$ cat config.mk
export PLATFORM = sky130hd
export DESIGN_NAME = nt_line_activation_fsm
export DESIGN_NICKNAME = d
export VERILOG_FILES = /design/src/hw/nt_act_pkg.sv /design/src/hw/ms_timer.sv /design/src/hw/nt_line_activation_fsm.sv /design/src/hw/pin_sync.sv
export VERILOG_INCLUDE_DIRS = /design/src /design/src/hw
export SDC_FILE = /design/constraint.sdc
export NUM_CORES = 1
export LEC_CHECK = 0
export BUFFER_PORTS_ARGS = -buffer_cell sky130_fd_sc_hd__buf_2
export CORE_MARGIN = 2
export CORE_UTILIZATION = 55
export DETAILED_ROUTE_END_ITERATION = 8
export PLACE_DENSITY = 0.86
export SLEW_MARGIN = 20
export SYNTH_ARGS = -nofsm -noshare
export SYNTH_HDL_FRONTEND = slang
export SYNTH_SLANG_ARGS = --single-unit
export TNS_END_PERCENT = 1
$ cat constraint.sdc
create_clock -name clk -period 4 [get_ports clk]
set_input_delay 1.2 -clock clk [delete_from_list [all_inputs] [get_ports clk]]
set_output_delay 1.2 -clock clk [all_outputs]
set_load 0.05 [all_outputs]
$ cat src/hw/nt_act_map.svh
// Command and indication codes, timing counts and divider settings for the activation controller
`ifndef NT_ACT_MAP_SVH
`define NT_ACT_MAP_SVH

// Commands from upstream
`define CMD_DEACT_REQ      4'h0
`define CMD_STATE_RESET    4'h1
`define CMD_SINGLE_PULSE   4'h2
`define CMD_CONT_PULSE     4'h3
`define CMD_NOT_SYNC       4'h4
`define CMD_ACT_REQ        4'h8
`define CMD_ACT_LOOP       4'ha
`define CMD_SWITCH_THRU    4'hc
`define CMD_LOOP_SWITCH    4'he
`define CMD_DEACT_CONFIRM  4'hf

// Indications to upstream
`define IND_TIMING         4'h0
`define IND_NOT_SYNC       4'h4
`define IND_ACT_REQ        4'h8
`define IND_CODE_VIOL      4'hb
`define IND_ACT            4'hc
`define IND_DEACT          4'hf

// Transmit info selection
`define TX_INFO0           3'h0
`define TX_INFO2           3'h1
`define TX_INFO4           3'h2
`define TX_SINGLE_PULSE    3'h3
`define TX_CONT_PULSE      3'h4

// Timing: 100 MHz clock, 1 ms tick from a divider
`define CLK_PERIOD_NS      10
`define TICK_PERIOD_NS     1000000
`define TICK_CYCLES        (`TICK_PERIOD_NS / `CLK_PERIOD_NS)
`define INFO0_HOLD_MS      16
`define DEACT_TIMEOUT_MS   32

`endif

$ cat src/hw/nt_act_pkg.sv
// Types for the network-termination activation controller
`default_nettype none
package nt_act_pkg;

  typedef enum logic [11:0] {
    ST_DEACTIVATED  = 12'h001,
    ST_INFO0_SEEN   = 12'h002,
    ST_PEND_ACT     = 12'h004,
    ST_WAIT_SWITCH  = 12'h008,
    ST_ACTIVATED    = 12'h010,
    ST_LOST_LINE    = 12'h020,
    ST_LOST_UP      = 12'h040,
    ST_PEND_DEACT   = 12'h080,
    ST_WAIT_CONFIRM = 12'h100,
    ST_TEST_SINGLE  = 12'h200,
    ST_TEST_CONT    = 12'h400,
    ST_RESET_HOLD   = 12'h800
  } act_state_t;

endpackage : nt_act_pkg
`default_nettype wire

$ cat src/hw/ms_timer.sv
// Millisecond counter with saturating done flag, restarted by clear
`timescale 1ns/1ps
`default_nettype none
module ms_timer #(
  parameter logic [5:0] LIMIT = 6'd16
) (
  // Clock and reset
  input  wire logic clk,
  input  wire logic reset,
  // Control
  input  wire logic clear,
  input  wire logic tick,
  output var  logic done
);
  logic [5:0] cnt_ff;

  always_ff @(posedge clk or posedge reset) begin
    if (reset) begin
      cnt_ff <= 6'h00;
    end else if (clear) begin
      cnt_ff <= 6'h00;
    end else if (tick && cnt_ff != LIMIT) begin
      cnt_ff <= cnt_ff + 6'h01;
    end
  end

  assign done = (cnt_ff == LIMIT);
endmodule : ms_timer
`default_nettype wire

$ cat src/hw/nt_line_activation_fsm.sv
// Activation and deactivation state machine of the line transceiver in network-termination mode
//
// Behaviour
// - Deactivated sends nothing, freezes clocks if clock_freeze_sel, activates from line or bus
// - Info 0 seen while deactivated reports code 1000, then waits for activation command
// - Activation command enters pending activation, sends info 2 until info 3 arrives
// - Loop activation command 1010 during activation closes loop 2
// - After info 3, keep info 2 and wait for switch-through
// - Switch-through 1100 activates, sends info 4, channels made transparent
// - Loop switch-through 1110 while activated closes loop 2
// - Lost line sync while activated enters lost framing, reports 0100
// - Upstream not-synchronous command 0100 enters upstream lost framing, sends info 2
// - Deactivation request 0000 accepted in any state but pending deactivation and wait-for-confirm, sends info 0, pending deactivation
// - Report 1111 after 16 ms of info 0 or 32 ms timeout
// - Hold final state until confirm 1111, then deactivated with detection enabled
// - Reset command 0001 unconditional, sends info 0, ignores line while applied
// - Test commands 0010/0011 enter test from non-test states; never back to back
// - Code violation 1011 reported only when violation_report_en is set
// - Timing indication 0000 output during deactivation procedure
// - Indication is derived from current state and shown continuously
// - Receiver classes: info 0, level, info 3, other than info 3
`timescale 1ns/1ps
`default_nettype none
`include "nt_act_map.svh"
module nt_line_activation_fsm (
  // Clock and reset
  input  wire  logic       clk,
  input  wire  logic       reset,
  // Configuration levels
  input  wire  logic       clock_freeze_sel,
  input  wire  logic       violation_report_en,
  // Command field from upstream, same clock domain
  input  wire  logic [3:0] command_indicate_field,
  // Line receiver pins
  input  wire  logic       rx_info0_pin,
  input  wire  logic       rx_info3_pin,
  input  wire  logic       rx_sync_pin,
  input  wire  logic       rx_code_viol_pin,
  // Indication to upstream
  output var   logic [3:0] indication,
  // Line transmitter and status
  output var   logic [2:0] tx_info_sel,
  output var   logic       loop2_closed,
  output var   logic       channels_transparent,
  output var   logic       clock_stop,
  output var   logic       rx_ignore
);
  logic rx_info0_s;
  logic rx_info3_s;
  logic rx_sync_s;
  logic rx_cv_s;

  pin_sync u_sync_i0 (.clk(clk), .reset(reset), .pin_in(rx_info0_pin), .level_out(rx_info0_s));
  pin_sync u_sync_i3 (.clk(clk), .reset(reset), .pin_in(rx_info3_pin), .level_out(rx_info3_s));
  pin_sync u_sync_sy (.clk(clk), .reset(reset), .pin_in(rx_sync_pin), .level_out(rx_sync_s));
  pin_sync u_sync_cv (.clk(clk), .reset(reset), .pin_in(rx_code_viol_pin), .level_out(rx_cv_s));

  // Receiver classes, all masked while the reset command holds
  wire cmd_reset   = (command_indicate_field == `CMD_STATE_RESET);
  wire rx_i0       = rx_info0_s && !cmd_reset;
  wire rx_level    = !rx_info0_s && !cmd_reset;
  wire rx_i3       = rx_info3_s && !cmd_reset;
  wire rx_not_i3   = !rx_info3_s && !cmd_reset;
  wire rx_synced   = rx_sync_s && !cmd_reset;
  wire rx_cv       = rx_cv_s && !cmd_reset;

  // Command decode
  wire cmd_deact   = (command_indicate_field == `CMD_DEACT_REQ);
  wire cmd_single  = (command_indicate_field == `CMD_SINGLE_PULSE);
  wire cmd_cont    = (command_indicate_field == `CMD_CONT_PULSE);
  wire cmd_nsync   = (command_indicate_field == `CMD_NOT_SYNC);
  wire cmd_act     = (command_indicate_field == `CMD_ACT_REQ);
  wire cmd_actloop = (command_indicate_field == `CMD_ACT_LOOP);
  wire cmd_switch  = (command_indicate_field == `CMD_SWITCH_THRU);
  wire cmd_lswitch = (command_indicate_field == `CMD_LOOP_SWITCH);
  wire cmd_confirm = (command_indicate_field == `CMD_DEACT_CONFIRM);

  // Millisecond tick divider
  logic [16:0] div_ff;
  logic        tick_ff;
  always_ff @(posedge clk or posedge reset) begin
    if (reset) begin
      div_ff  <= 17'h00000;
      tick_ff <= 1'b0;
    end else begin
      tick_ff <= (div_ff == 17'(`TICK_CYCLES - 1));
      div_ff  <= (div_ff == 17'(`TICK_CYCLES - 1)) ? 17'h00000 : div_ff + 17'h00001;
    end
  end

  nt_act_pkg::act_state_t state_ff;
  nt_act_pkg::act_state_t nxt_state;
  logic                   loop_ff;
  logic                   nxt_loop;

  // Deactivation supervision timers
  wire in_pdeact  = (state_ff == nt_act_pkg::ST_PEND_DEACT);
  wire i0_done;
  wire tmo_done;
  ms_timer #(.LIMIT(6'(`INFO0_HOLD_MS))) u_i0_timer (
    .clk(clk), .reset(reset), .clear(!in_pdeact || !rx_i0), .tick(tick_ff), .done(i0_done)
  );
  ms_timer #(.LIMIT(6'(`DEACT_TIMEOUT_MS))) u_tmo_timer (
    .clk(clk), .reset(reset), .clear(!in_pdeact), .tick(tick_ff), .done(tmo_done)
  );

  wire in_test = (state_ff == nt_act_pkg::ST_TEST_SINGLE) || (state_ff == nt_act_pkg::ST_TEST_CONT);
  // A request left on the field must not hold off the supervision timers
  wire deact_busy = in_pdeact || (state_ff == nt_act_pkg::ST_WAIT_CONFIRM);

  always_comb begin
    nxt_state = state_ff;
    nxt_loop  = loop_ff;
    if (cmd_reset) begin
      nxt_state = nt_act_pkg::ST_RESET_HOLD;
      nxt_loop  = 1'b0;
    end else if (cmd_deact && !deact_busy) begin
      nxt_state = nt_act_pkg::ST_PEND_DEACT;
      nxt_loop  = 1'b0;
    end else if (cmd_single && !in_test) begin
      nxt_state = nt_act_pkg::ST_TEST_SINGLE;
    end else if (cmd_cont && !in_test) begin
      nxt_state = nt_act_pkg::ST_TEST_CONT;
    end else begin
      unique case (state_ff)
        nt_act_pkg::ST_RESET_HOLD: begin
          nxt_state = nt_act_pkg::ST_DEACTIVATED;
        end
        nt_act_pkg::ST_DEACTIVATED: begin
          if (cmd_act || cmd_actloop) begin
            nxt_state = nt_act_pkg::ST_PEND_ACT;
            nxt_loop  = cmd_actloop;
          end else if (rx_i0) begin
            nxt_state = nt_act_pkg::ST_INFO0_SEEN;
          end
        end
        nt_act_pkg::ST_INFO0_SEEN: begin
          if (cmd_act || cmd_actloop) begin
            nxt_state = nt_act_pkg::ST_PEND_ACT;
            nxt_loop  = cmd_actloop;
          end else if (rx_level) begin
            // Info 0 no longer seen before upstream answered
            nxt_state = nt_act_pkg::ST_DEACTIVATED;
          end
        end
        nt_act_pkg::ST_PEND_ACT: begin
          if (cmd_actloop) begin
            nxt_loop = 1'b1;
          end
          if (rx_i3) begin
            nxt_state = nt_act_pkg::ST_WAIT_SWITCH;
          end
        end
        nt_act_pkg::ST_WAIT_SWITCH: begin
          if (cmd_actloop) begin
            nxt_loop = 1'b1;
          end
          if (cmd_switch || cmd_lswitch) begin
            nxt_state = nt_act_pkg::ST_ACTIVATED;
            nxt_loop  = cmd_lswitch || loop_ff;
          end else if (rx_not_i3) begin
            // Info 3 dropped before switch-through: wait for it again
            nxt_state = nt_act_pkg::ST_PEND_ACT;
          end
        end
        nt_act_pkg::ST_ACTIVATED: begin
          if (cmd_lswitch) begin
            nxt_loop = 1'b1;
          end
          if (cmd_nsync) begin
            nxt_state = nt_act_pkg::ST_LOST_UP;
          end else if (!rx_synced) begin
            nxt_state = nt_act_pkg::ST_LOST_LINE;
          end
        end
        nt_act_pkg::ST_LOST_LINE: begin
          if (cmd_nsync) begin
            nxt_state = nt_act_pkg::ST_LOST_UP;
          end else if (rx_synced && rx_i3) begin
            nxt_state = nt_act_pkg::ST_ACTIVATED;
          end
        end
        nt_act_pkg::ST_LOST_UP: begin
          if (cmd_switch || cmd_lswitch) begin
            nxt_state = nt_act_pkg::ST_ACTIVATED;
          end
        end
        nt_act_pkg::ST_PEND_DEACT: begin
          if (i0_done || tmo_done) begin
            nxt_state = nt_act_pkg::ST_WAIT_CONFIRM;
          end
        end
        nt_act_pkg::ST_WAIT_CONFIRM: begin
          if (cmd_confirm) begin
            nxt_state = nt_act_pkg::ST_DEACTIVATED;
          end
        end
        nt_act_pkg::ST_TEST_SINGLE, nt_act_pkg::ST_TEST_CONT: begin
          nxt_state = state_ff;
        end
        default: begin
          nxt_state = nt_act_pkg::ST_DEACTIVATED;
        end
      endcase
    end
  end

  always_ff @(posedge clk or posedge reset) begin
    if (reset) begin
      state_ff <= nt_act_pkg::ST_DEACTIVATED;
      loop_ff  <= 1'b0;
    end else begin
      state_ff <= nxt_state;
      loop_ff  <= nxt_loop;
    end
  end

  // Outputs decoded from the next state so every port is a register
  logic [3:0] nxt_ind;
  logic [2:0] nxt_tx;
  always_comb begin
    nxt_ind = `IND_TIMING;
    nxt_tx  = `TX_INFO0;
    unique case (nxt_state)
      nt_act_pkg::ST_INFO0_SEEN:   nxt_ind = `IND_ACT_REQ;
      nt_act_pkg::ST_PEND_ACT:     nxt_tx  = `TX_INFO2;
      nt_act_pkg::ST_WAIT_SWITCH:  nxt_tx  = `TX_INFO2;
      nt_act_pkg::ST_ACTIVATED: begin
        nxt_tx  = `TX_INFO4;
        nxt_ind = `IND_ACT;
      end
      nt_act_pkg::ST_LOST_LINE: begin
        nxt_tx  = `TX_INFO2;
        nxt_ind = `IND_NOT_SYNC;
      end
      nt_act_pkg::ST_LOST_UP: begin
        nxt_tx  = `TX_INFO2;
        nxt_ind = `IND_NOT_SYNC;
      end
      nt_act_pkg::ST_PEND_DEACT:   nxt_ind = `IND_TIMING;
      nt_act_pkg::ST_WAIT_CONFIRM: nxt_ind = `IND_DEACT;
      nt_act_pkg::ST_TEST_SINGLE:  nxt_tx  = `TX_SINGLE_PULSE;
      nt_act_pkg::ST_TEST_CONT:    nxt_tx  = `TX_CONT_PULSE;
      default: begin
        nxt_ind = `IND_TIMING;
        nxt_tx  = `TX_INFO0;
      end
    endcase
    // Violation overrides only while enabled and activated
    if (violation_report_en && rx_cv && nxt_state == nt_act_pkg::ST_ACTIVATED) begin
      nxt_ind = `IND_CODE_VIOL;
    end
  end

  always_ff @(posedge clk or posedge reset) begin
    if (reset) begin
      indication           <= `IND_TIMING;
      tx_info_sel          <= `TX_INFO0;
      loop2_closed         <= 1'b0;
      channels_transparent <= 1'b0;
      clock_stop           <= 1'b0;
      rx_ignore            <= 1'b0;
    end else begin
      indication           <= nxt_ind;
      tx_info_sel          <= nxt_tx;
      loop2_closed         <= nxt_loop;
      channels_transparent <= (nxt_state == nt_act_pkg::ST_ACTIVATED);
      clock_stop           <= clock_freeze_sel && (nxt_state == nt_act_pkg::ST_DEACTIVATED);
      rx_ignore            <= cmd_reset;
    end
  end
endmodule : nt_line_activation_fsm
`default_nettype wire

$ cat src/hw/pin_sync.sv
// Three-stage synchroniser for one pin, with agreement of the last two stages
`timescale 1ns/1ps
`default_nettype none
module pin_sync (
  // Clock and reset
  input  wire logic clk,
  input  wire logic reset,
  // Pin and result
  input  wire logic pin_in,
  output var  logic level_out
);
  logic s1_ff;
  logic s2_ff;
  logic s3_ff;
  logic lvl_ff;

  always_ff @(posedge clk or posedge reset) begin
    if (reset) begin
      s1_ff  <= 1'b0;
      s2_ff  <= 1'b0;
      s3_ff  <= 1'b0;
      lvl_ff <= 1'b0;
    end else begin
      s1_ff <= pin_in;
      s2_ff <= s1_ff;
      s3_ff <= s2_ff;
      if (s2_ff == s3_ff) begin
        lvl_ff <= s3_ff;
      end
    end
  end

  assign level_out = lvl_ff;
endmodule : pin_sync
`default_nettype wire

==> impl_metrics.py <==
metrics = {
    "status": {
        "status": "finished clean",
    },
    "drt": {
        "drc": 0,
        "vias": 2678,
        "wire_per_inst_um": 16.1,
        "viasPerCell": 6.07,
        "drtIter0Drc": 252,
        "drt_first_pass_iters": 5,
        "routed_wl_um": 7120,
        "postRouteAntennaNets": 0,
    },
    "final_layout": {
        "fillers": 499,
        "final_area_sq_um": 3800,
        "finalNetCount": 378,
        "diodes": 0,
        "drive_above_1_share_pct": 16.9,
        "stdcell_count": 441,
        "area.growth.synth_to_final_pct": 11.3,
    },
    "yosys": {
        "synth-main-ff-cell": "dfrtp_1",
        "syn_area_sq_um": 3420,
        "synthTopCellsByArea": "dfrtp_1 49%, nor2_1 4.1%, xor2_1 3.8%",
        "syn_nets": 355,
        "synth_edf_count": 0,
        "netlist.top_cell.by_area": "dfrtp_1",
        "synth_area_per_cell_sq_um": 10.1,
        "synthCells": 338,
        "yosysMostFrequentCell": "dfrtp_1",
        "synth-seq-cells": 68,
        "async_flop_share_pct": 100,
        "synthTopCellsByCount": "67 x dfrtp_1, 37 x nor2_1, 24 x nand2_1",
        "yosysSeqAreaShare_pct": 49.8,
        "ys_warn_count": 0,
        "synth.distinct_cells": 62,
        "synth_top_area_share_pct": 49.1,
    },
    "cts": {
        "cts_tree": "built",
        "cts.sinks": 68,
        "clkSlewWorstSetupHoldPaths_ns": 0.08,
        "htree_levels": 3,
        "ctsHoldBuffers": 0,
        "cts_setup_buffers": 0,
        "numCtsBuffers": 9,
        "postCtsResizedCells": 0,
        "clockBufferDepth": 2,
        "clk_latency_ns": 0.34,
        "cts_root_buf": "clkbuf_8",
    },
    "die": {
        "rows": 28,
        "die_w_um": 82.8,
        "dieArea_sq_um": 6860,
        "core_sq_um": 5960,
        "initial_utilization_pct": 57.4,
        "die_h_um": 82.8,
        "io_pins": 23,
    },
    "timing": {
        "fin_skew_ns": 0.0102,
        "maxSlewHeadroom_pct": 40.7,
        "rsz0062_at_grt": "false",
        "worst_slack_ns": 0.966,
        "worst_slew_pin_slew_ns": 0.882,
        "setup_tns_ns": 0,
        "timing_hold_violations_final": 0,
        "fmax_ghz": 0.330,
        "maxSlewViolCount": 0,
        "min_period_ns": 3.03,
        "post-route-period-util_pct": 75.8,
        "setup_viol": 0,
    },
    "grt": {
        "grt_pass1_vias": 2554,
        "grt_pass1_wl_um": 12200,
        "grt_max_degree": 53,
        "antenna_found_initial": 0,
        "overflow": 0,
        "grt_use_total_pct": 21.9,
    },
    "critical_path": {
        "crit_top_cell": "o211ai_1",
        "slowest_stage": "or4b_2",
        "cp.arrival_ns": 3.29,
        "cp_max_fo": 13,
        "cp_top_family": "simple AND/OR/NAND/NOR gates",
        "worstSetupPathType": "input port to flop",
        "crit_chain": "buf_2 -> or4b_2 -> inv_1 -> nor3_1 -> o32a_1 -> o2111ai_1 -> o211ai_1 -> o211ai_1",
        "slowest_delay_ns": 0.79,
        "cp.required_ns": 4.26,
        "start_kind": "input port",
        "timing.critical_path.buf_inv": 2,
        "worst_setup_path_end_kind": "flop",
    },
    "job": {
        "cap_viol_max_count": 0,
    },
    "placement": {
        "io_buffers": 22,
        "place_ws_ns": 0.646,
        "post-place-cells": 425,
        "dpl_cell_area_sq_um": 3570,
        "place_congestion": 0.910,
        "place_hpwl_um": 5000,
    },
    "power": {
        "leakage_nw": 1.76,
        "finalPower_mw": 1.76,
        "ir_worst_vdd_v": 0.000327,
        "power.density_nw_per_um2": 463,
    },
    "min_path": {
        "holdCritPathClass": "flop to flop",
    },
}
-- registers in the layout, indices dropped and copies added, names as in the netlist, 3 cells and up --
signal and count:
u_i0_timer.cnt_ff 6, tx_info_sel 3, u_tmo_timer.cnt_ff 6, state_ff 12, div_ff 17, indication 3
-- final cells by class --
type                            count  area, sq um  area share [%]
Timing Repair Buffer               25          133            3.49
Clock inverter                      6         95.1            2.50
Multi-Input combinational cell    240         1580            41.4
Tap cell                           75         93.8            2.47
Clock buffer                       10          138            3.62
Inverter                           17         65.1            1.71
Sequential cell                    68         1700            44.8
-- path summary, 6_finish.rpt --
kind | from | to | cells past startpoint | slack (ns)
worst max-delay path | command_indicate_field[1] | tx_info_sel[0] | 8 | 0.97
worst min-delay path | u_sync_i0.s1_ff | u_sync_i0.s2_ff | 0 | 0.35
worst max register to register | state_ff[2] | tx_info_sel[0] | 6 | 1.10
worst min register to register | u_sync_i0.s1_ff | u_sync_i0.s2_ff | 0 | 0.35
max in group asynchronous | reset | div_ff[16] | 3 | 2.35
min in group asynchronous | reset | div_ff[4] | 2 | 1.00
-- metrics by stage --
stage	util, %	hold WS (ns)
finish	63.9	0.350
global route	63.9	0.373
CTS	63.8	0.354
detailed placement	59.9	0.336
global placement	59.9	0.332
floorplan	-	0.331
-- worst reg2reg max path, stage by stage (launching register included) --
cell and delay (ns):
dfrtp_1 0.50, nor4_1 0.61, nand4_1 0.63, o211ai_4 0.60, and3_1 0.22, a21oi_1 0.14
o211ai_1 0.13
-- cells in the final DEF (no fill, tap or decap), types with 5 or more instances in the layout --
cell type / instances
a21oi_1: 12
and3_1: 6
buf_2: 22
clkbuf_8: 10
dfrtp_1: 67
ha_1: 5
inv_1: 16
nand2_1: 24
nand3_1: 19
nand4_1: 9
nor2_1: 37
nor2b_1: 7
nor3_1: 10
o21ai_0: 10
or3_1: 6
or4_1: 5
xnor2_1: 12
xor2_1: 15
-- where the power goes --
group / switching, mW / internal (mW) / leakage (nW) / total, mW
Sequential: 0.0312 / 0.726 / 0.890 / 0.757
Combinational: 0.236 / 0.124 / 0.751 / 0.359
Clock: 0.269 / 0.374 / 0.117 / 0.643
Total: 0.536 / 1.22 / 1.76 / 1.76
-- layer usage --
layer / vias up / global-route usage [%] / wire length (um)
met5: - / 0 / 0
met4: 0 / 8.79 / 166
met3: 20 / 5.57 / 468
met2: 114 / 33.9 / 3320
met1: 1296 / 29.8 / 3170
li1: 1248 / - / -
-- kinds of logic (layout without fill, tap and decap cells) --
group | after synthesis | in the layout | share of synthesized area [%]
buffers and inverters | 30 | 58 | 4.03
and+or+nand+nor | 156 | 156 | 25.8
adders and majority gates | 9 | 9 | 3.00
DFF | 68 | 68 | 49.8
xor gates and xnor gates | 27 | 27 | 6.92
AOI/OAI and AO/OA | 48 | 48 | 10.4
Power figures use the tool's default switching activity.
